### config.mk
export PLATFORM = sky130hd
export DESIGN_NAME = power_mode_control
export DESIGN_NICKNAME = d
export VERILOG_FILES = /design/src/power_mode_pkg.sv /design/src/power_mode_flags.sv /design/src/power_mode_control.sv
export SDC_FILE = /design/constraint.sdc
export NUM_CORES = 1
export LEC_CHECK = 0
export ABC_AREA = 0
export BUFFER_PORTS_ARGS = -buffer_cell sky130_fd_sc_hd__buf_2
export CORE_ASPECT_RATIO = 1.5
export CORE_UTILIZATION = 54
export DETAILED_ROUTE_END_ITERATION = 10
export PLACE_DENSITY_LB_ADDON = 0.1
export SKIP_LAST_GASP = 1
export SYNTH_ARGS = -nofsm -noshare
export SYNTH_HDL_FRONTEND = slang
export SYNTH_HIERARCHICAL = 1
export SYNTH_SLANG_ARGS = --single-unit
### constraint.sdc
create_clock -name mclk -period 2.15 [get_ports mclk]
set_input_delay 0.43 -clock mclk [delete_from_list [all_inputs] [get_ports mclk]]
set_output_delay 0.43 -clock mclk [all_outputs]
set_load 0.03 [all_outputs]
### src/power_mode_pkg.sv
// Constants and types shared by the power mode controller
// Function
// (RQ1) Setting idle select halts the CPU once the setting instruction completes.
// (RQ2) Idle keeps registers, memory, clocks and peripherals running.
// (RQ3) Idle ends on any enabled interrupt or any reset.
// (RQ4) Interrupt wake clears idle select, resumes CPU, services interrupt, then continues.
// (RQ5) Reset ending idle or stop runs reset sequence, fetches from zero.
// (RQ6) Enabled supervisory timer keeps running in idle and may reset out.
// (RQ7) Software may disable the supervisory timer before idle to sleep indefinitely.
// (RQ8) Software follows the idle-setting instruction with a multi-byte instruction.
// (RQ9) Setting stop select enters stop once the setting instruction completes.
// (RQ10) Stop halts internal oscillator, CPU, digital peripherals; external oscillator untouched.
// (RQ11) In stop, interrupts and timers inactive, clock halted, analog enables held.
// (RQ12) Only a reset leaves stop; interrupts never wake it.
// (RQ13) Missing clock detector stays active in stop and resets after timeout.
// (RQ14) With oscillators off, only reset restarts the core.
// (RQ15) Idle and stop select bits always read back as zero.
// (RQ16) Upper six bits are plain read/write general flags, reset zero.
package power_mode_pkg;
    localparam logic [7:0] power_control_addr = 8'h87;
    localparam logic [7:0] power_control_reset = 8'h00;
    localparam int idle_bit = 0;
    localparam int stop_bit = 1;
    localparam int flags_lsb = 2;
    localparam int flags_width = 6;
    localparam logic [15:0] restart_vector = 16'h0000;
    localparam int clock_loss_timeout_us = 100;
    localparam int clock_mhz = 250;
    localparam int clock_loss_timeout_cycles = clock_loss_timeout_us * clock_mhz;

    typedef enum logic [2:0] {
        run_state = 3'b001,
        idle_state = 3'b010,
        stop_state = 3'b100
    } mode_type;

    typedef struct packed {
        logic write;
        logic read;
        logic [7:0] addr;
        logic [7:0] wdata;
        logic insn_done;
    } sfr_req_type;

    typedef struct packed {
        logic cpu_clock_en;
        logic periph_clock_en;
        logic int_osc_en;
        logic irq_enable;
    } gate_type;
endpackage

### src/power_mode_flags.sv
// General purpose flag storage of the power control register
`timescale 1ns/10ps
`default_nettype none
module power_mode_flags
    import power_mode_pkg::*;
#(
    parameter int width = flags_width
) (
    input wire logic mclk,
    input wire logic reset,
    input wire logic load,
    input wire logic [width-1:0] wdata,
    output logic [width-1:0] flags_q
);
    always_ff @(posedge mclk) begin
        if (reset) begin
            flags_q <= power_control_reset[flags_lsb +: width]; // RQ16
        end else if (load) begin
            flags_q <= wdata; // RQ16
        end
    end
endmodule
`default_nettype wire

### src/power_mode_control.sv
// Idle and stop power mode controller with its control register
`timescale 1ns/10ps
`default_nettype none
module power_mode_control
    import power_mode_pkg::*;
#(
    parameter int clock_loss_cycles = clock_loss_timeout_cycles
) (
    input wire logic mclk,
    input wire logic reset,
    input wire sfr_req_type sfr_req,
    input wire logic irq_pending,
    input wire logic supervisory_timer_en,
    input wire logic supervisory_timer_expired,
    input wire logic missing_clock_detector_en,
    output logic [7:0] sfr_rdata_q,
    output logic sfr_rvalid_q,
    output gate_type gates_q,
    output logic cpu_halt_q,
    output logic irq_service_q,
    output logic [15:0] fetch_addr_q,
    output logic fetch_load_q,
    output logic internal_reset_q,
    output logic [1:0] mode_q
);
    mode_type state_q;
    mode_type state_d;
    logic idle_arm_q;
    logic stop_arm_q;
    logic [flags_width-1:0] flags;
    logic [31:0] loss_count_q;
    logic loss_fire_q;

    // Decode of the control register
    wire reg_hit = sfr_req.addr == power_control_addr;
    wire reg_write = sfr_req.write && reg_hit;
    wire reg_read = sfr_req.read && reg_hit;
    wire set_idle = reg_write && sfr_req.wdata[idle_bit];
    wire set_stop = reg_write && sfr_req.wdata[stop_bit];

    // Reset sources that end idle or stop; the timer keeps counting in idle
    wire timer_reset = supervisory_timer_en && supervisory_timer_expired; // RQ6
    wire loss_armed = missing_clock_detector_en && state_q == stop_state; // RQ13
    wire loss_at_limit = loss_count_q == 32'(clock_loss_cycles - 1);
    wire any_reset = timer_reset || loss_fire_q;

    // A select bit written by the completing instruction counts at once
    wire idle_pending = idle_arm_q || set_idle;
    wire stop_pending = stop_arm_q || set_stop;
    wire go_idle = idle_pending && sfr_req.insn_done; // RQ1
    wire go_stop = stop_pending && sfr_req.insn_done; // RQ9
    wire idle_wake = state_q == idle_state && irq_pending; // RQ3
    wire arm_clear = any_reset || go_idle || go_stop;

    // Next values of the registered outputs
    wire next_run = state_d == run_state;
    wire next_idle = state_d == idle_state;
    wire next_stop = state_d == stop_state;
    wire [7:0] read_value = {flags, 2'b00}; // RQ15
    wire [7:0] rdata_d = reg_read ? read_value : 8'h00; // RQ16
    wire service_d = idle_wake && !any_reset; // RQ4
    wire cpu_clock_d = next_run; // RQ1
    wire periph_clock_d = !next_stop; // RQ2 RQ10
    wire int_osc_d = !next_stop; // RQ10 RQ14
    wire irq_enable_d = !next_stop; // RQ11
    wire gate_type gates_d = {cpu_clock_d, periph_clock_d, int_osc_d, irq_enable_d};
    wire [1:0] mode_d = {next_stop, next_idle};

    power_mode_flags #(
        .width(flags_width)
    ) flag_store (
        .mclk(mclk),
        .reset(reset),
        .load(reg_write),
        .wdata(sfr_req.wdata[flags_lsb +: flags_width]),
        .flags_q(flags)
    );

    always_comb begin
        state_d = state_q;
        unique case (state_q)
            run_state: begin
                if (go_stop) begin
                    state_d = stop_state; // RQ9
                end else if (go_idle) begin
                    state_d = idle_state; // RQ1
                end
            end
            idle_state: begin
                if (idle_wake) begin
                    state_d = run_state; // RQ3
                end
            end
            stop_state: begin
                // Interrupts are ignored here; only reset leaves stop
                state_d = stop_state; // RQ11 RQ12
            end
            default: state_d = run_state;
        endcase
        // An internal reset returns to run, so state and outputs agree
        if (any_reset) begin
            state_d = run_state; // RQ5 RQ14
        end
    end

    always_ff @(posedge mclk) begin
        if (reset) begin
            state_q <= run_state; // RQ5
        end else begin
            state_q <= state_d;
        end
    end

    // Select bits arm until the writing instruction completes
    always_ff @(posedge mclk) begin
        if (reset || arm_clear) begin
            idle_arm_q <= 1'b0; // RQ4
        end else if (set_idle) begin
            idle_arm_q <= 1'b1;
        end
    end

    always_ff @(posedge mclk) begin
        if (reset || arm_clear) begin
            stop_arm_q <= 1'b0;
        end else if (set_stop) begin
            stop_arm_q <= 1'b1;
        end
    end

    // Missing clock detector timeout, counted only during stop
    always_ff @(posedge mclk) begin
        if (reset || !loss_armed || loss_fire_q) begin
            loss_count_q <= 32'h0;
        end else if (!loss_at_limit) begin
            loss_count_q <= loss_count_q + 32'h1;
        end
    end

    always_ff @(posedge mclk) begin
        if (reset || !loss_armed || loss_fire_q) begin
            loss_fire_q <= 1'b0;
        end else if (loss_at_limit) begin
            loss_fire_q <= 1'b1; // RQ13
        end
    end

    always_ff @(posedge mclk) begin
        if (reset) begin
            sfr_rdata_q <= 8'h00;
        end else begin
            sfr_rdata_q <= rdata_d; // RQ15 RQ16
        end
    end

    always_ff @(posedge mclk) begin
        if (reset) begin
            sfr_rvalid_q <= 1'b0;
        end else begin
            sfr_rvalid_q <= reg_read;
        end
    end

    always_ff @(posedge mclk) begin
        if (reset) begin
            gates_q <= '{1'b1, 1'b1, 1'b1, 1'b1};
        end else begin
            gates_q <= gates_d; // RQ2 RQ10 RQ11
        end
    end

    always_ff @(posedge mclk) begin
        if (reset) begin
            cpu_halt_q <= 1'b0;
        end else begin
            cpu_halt_q <= !next_run; // RQ1
        end
    end

    always_ff @(posedge mclk) begin
        if (reset) begin
            irq_service_q <= 1'b0;
        end else begin
            irq_service_q <= service_d; // RQ4
        end
    end

    always_ff @(posedge mclk) begin
        if (reset) begin
            fetch_addr_q <= restart_vector;
        end else begin
            fetch_addr_q <= restart_vector; // RQ5
        end
    end

    always_ff @(posedge mclk) begin
        if (reset) begin
            fetch_load_q <= 1'b1;
        end else begin
            fetch_load_q <= any_reset; // RQ5
        end
    end

    always_ff @(posedge mclk) begin
        if (reset) begin
            internal_reset_q <= 1'b0;
        end else begin
            internal_reset_q <= any_reset; // RQ6 RQ13
        end
    end

    always_ff @(posedge mclk) begin
        if (reset) begin
            mode_q <= 2'b00;
        end else begin
            mode_q <= mode_d;
        end
    end
endmodule
`default_nettype wire

==> results.md <==
- Status: finished clean
- Die H: 88.7 um
- Avg Vias per Cell: 5.38
- Clock transition at the registers of the reported paths: 0.07 ns
- Sum Neg Setup Slack: 0 ns
- Post-Syn Area per Cell: 9.21 um2
- CTS sink count: 59
- Setup CP Type: reg2reg
- Final worst setup slack: 0.164 ns
- Grt total ovfl: 0
- CTS buffer count: 9
- Post-CTS setup buffer count: 0
- Flops & latches, synth: 59
- R2r setup slk: 0.16 ns
- Period utilization: 0.924
- Hold wc startpoint: sfr_req[3]
- Area leader, netlist: dfxtp_1
- RSZ-0062 raised after global routing: false
- CTS Buffer Depth: 2
- Final Non-Filler Cells: 411
- EDFF count, synth: 0
- Asr flop ratio synth: 0
- Design Power: 2.16 mW
- Clock Skew: 0.00639 ns
- P_leak: 1.18 nW
- Core Area: 0.00481 mm2
- Drt first pass iters: 4
- Total die area: 0.00531 mm2
- Max transition margin: 0.531
- Die width: 59.8 um
- Sequential-to-total area share from yosys stat: 0.436
- Initial antenna violation count: 0
- Clk_lat worst skew: 0.33 ns
- Post-synth cell types: 45
- DRT iter0 DRCs: 119
- I/O pin total: 60
- Routed WL: 5370 um
- Max Slew Vio Count: 0
- Max Clk Rate: 503 MHz
- Synthesized instance count: 294
- Final setup violation count: 0
- Initial Utilization: 0.563
- Pre-CTS worst setup slack: 0.0874 ns
- Syn. warnings: 6
- Ant. Diodes: 0
- Placed cell count: 395
- CP Data Required Time: 2.41 ns
- Placer Congestion: 0.845
- Critical path peak fanout: 19
- Peak VDD IR: 0.467 mV
- Layout cells sized above 1: 0.214
- Hold buffers post-CTS: 0
- Global-route usage over all layers: 0.226
- Hold Path Class: in2reg
- DP HPWL: 4020 um
- P&R area growth vs syn: 13.7%
- Crit path DAT: 2.25 ns
- Largest net degree at the start of global routing: 22
- Fin. Hold Viols: 0
- Largest cells by area after synthesis: dfxtp_1 (44%), buf_4 (5.5%), or4_1 (3.6%), nor2_1 (3.0%), o31ai_1 (3.0%)
- Top FF cell, synth: dfxtp_1
- H-tree Lvls: 3
- Synthesized area: 0.00271 mm2
- CP Launch Type: register
- PD cells: 702 mW/mm2
- Tmin final: 1.99 ns
- Startpoint of the worst setup timing path: loss_count_q[16]$_SDFFE_PP0P_
- Top cell type's share of synthesized area: 0.436
- Max-cap check violation count: 0
- CTS Root Cell: clkbuf_8
- WL/cell: 13.1 um
- Vias: 2213
- First-pass GRT wire length: 8890 um
- CTS resizes: 0
- Port buffer count: 41
- Number of global-route vias before repair: 2017
- Final nets: 366
- # DRC: 0
- CTS tree: yes
- Worst Setup End Kind: register
- Detail Route Antenna Nets: 0
- Number of cell rows: 31
- Worst reg2reg path startpoint: loss_count_q[16]$_SDFFE_PP0P_
- Worst Tran Pin Value: 0.695 ns
-- cell usage after synthesis (all sizes together) (2+ instances only) --
master  instances
nand2b          3
o31ai          11
or3             4
and4b           5
nor4            7
and2            8
nor3            4
buf            27
nor2           22
and3            3
dfxtp          59
xnor2           2
o31a            2
nand4           9
and4            6
o211ai          6
inv             6
clkbuf          5
mux2i           8
xor2            8
nand2          19
or4            15
o21ai           9
nand3          12
a21oi          16
nand4b          5
-- stage by stage --
step | cell area (um2) | util | hold WS [ns]
2_1_floorplan | 2770 | - | 0.429
3_3_place_gp | 2890 | 0.600 | 0.433
3_5_place_dp | 2890 | 0.600 | 0.449
4_1_cts | 3080 | 0.640 | 0.321
5_1_grt | 3080 | 0.640 | 0.345
6_report | 3080 | 0.640 | 0.333
-- where the power goes --
group          switching [mW]  internal, mW
logic                  0.0641        0.0250
clock network           0.441         0.534
registers            0.000626          1.09
total                   0.506          1.65
-- state kept, by name (all words and copies together), names as in the netlist, 2 cells and up --
signal / count
gates_q: 2
state_q: 3
sfr_rdata_q: 6
loss_count_q: 32
mode_q: 2
flag_store/flags_q: 6
-- metal layers --
layer | global-route usage | up-vias | wire length, um
li1 | - | 1138 | -
met1 | 0.248 | 1004 | 2230
met2 | 0.383 | 53 | 2750
met3 | 0.0526 | 18 | 169
met4 | 0.148 | 0 | 221
met5 | 0 | - | 0
-- cell families (layout without fill, tap and decap cells) --
group / count (synthesis) / in the layout / share of synthesized area
and+or+nand+nor: 128 / 128 / 0.284
DFF: 59 / 59 / 0.436
AOI/OAI and AO/OA: 49 / 49 / 0.115
buffers and inverters: 38 / 72 / 0.0975
xor gates and xnor gates: 10 / 10 / 0.0323
muxes: 8 / 8 / 0.0296
adders and majority gates: 1 / 1 / 0.00462
other: 1 / 18 / 0.00138
-- worst max-delay path, cell delays in order, from the launching register on --
cell     delay, ns
dfxtp_1       0.39
nand4_2       0.14
or4_1         0.53
buf_4         0.20
or4_1         0.50
a21oi_1       0.14
-- final timing paths --
kind                                        endpoint  cells after the start
setup reg to reg       loss_count_q[29]$_SDFFE_PP0P_                      5
setup / recovery       loss_count_q[29]$_SDFFE_PP0P_                      5
hold / removal    flag_store/flags_q[0]$_SDFFE_PP0P_                      3
hold reg to reg            sfr_rdata_q[6]$_SDFF_PP0_                      1
-- cells in the final DEF, fill, tap and decap left out, types with 3 or more instances in the layout --
master and n:
buf_4 9, xor2_1 8, and3_1 3, mux2i_1 8, nor3_1 4, o211ai_1 6, o21ai_0 9, a21oi_1 16
nand4_1 8, nand3_1 12, nand4b_1 5, and2_1 8, inv_1 6, or4_1 13, and4_1 4, or3_2 3
and4b_1 5, o31ai_1 11, clkbuf_8 9, nor2_1 22, nand2_1 19, clkinvlp_4 3, nand2b_1 3, buf_2 41
nor4_1 7, conb_1 18, dfxtp_1 59
-- final cells by class --
| class | count | area, um2 |
|---|---|---|
| clock buffers | 10 | 128 |
| clock inverters | 6 | 66.3 |
| fillers | 451 | 1730 |
| inverters | 6 | 22.5 |
| multi-input cells | 214 | 1330 |
| flip-flops and latches | 59 | 1180 |
| well taps | 66 | 82.6 |
| repair buffers | 50 | 273 |
Power figures use the tool's default switching activity.
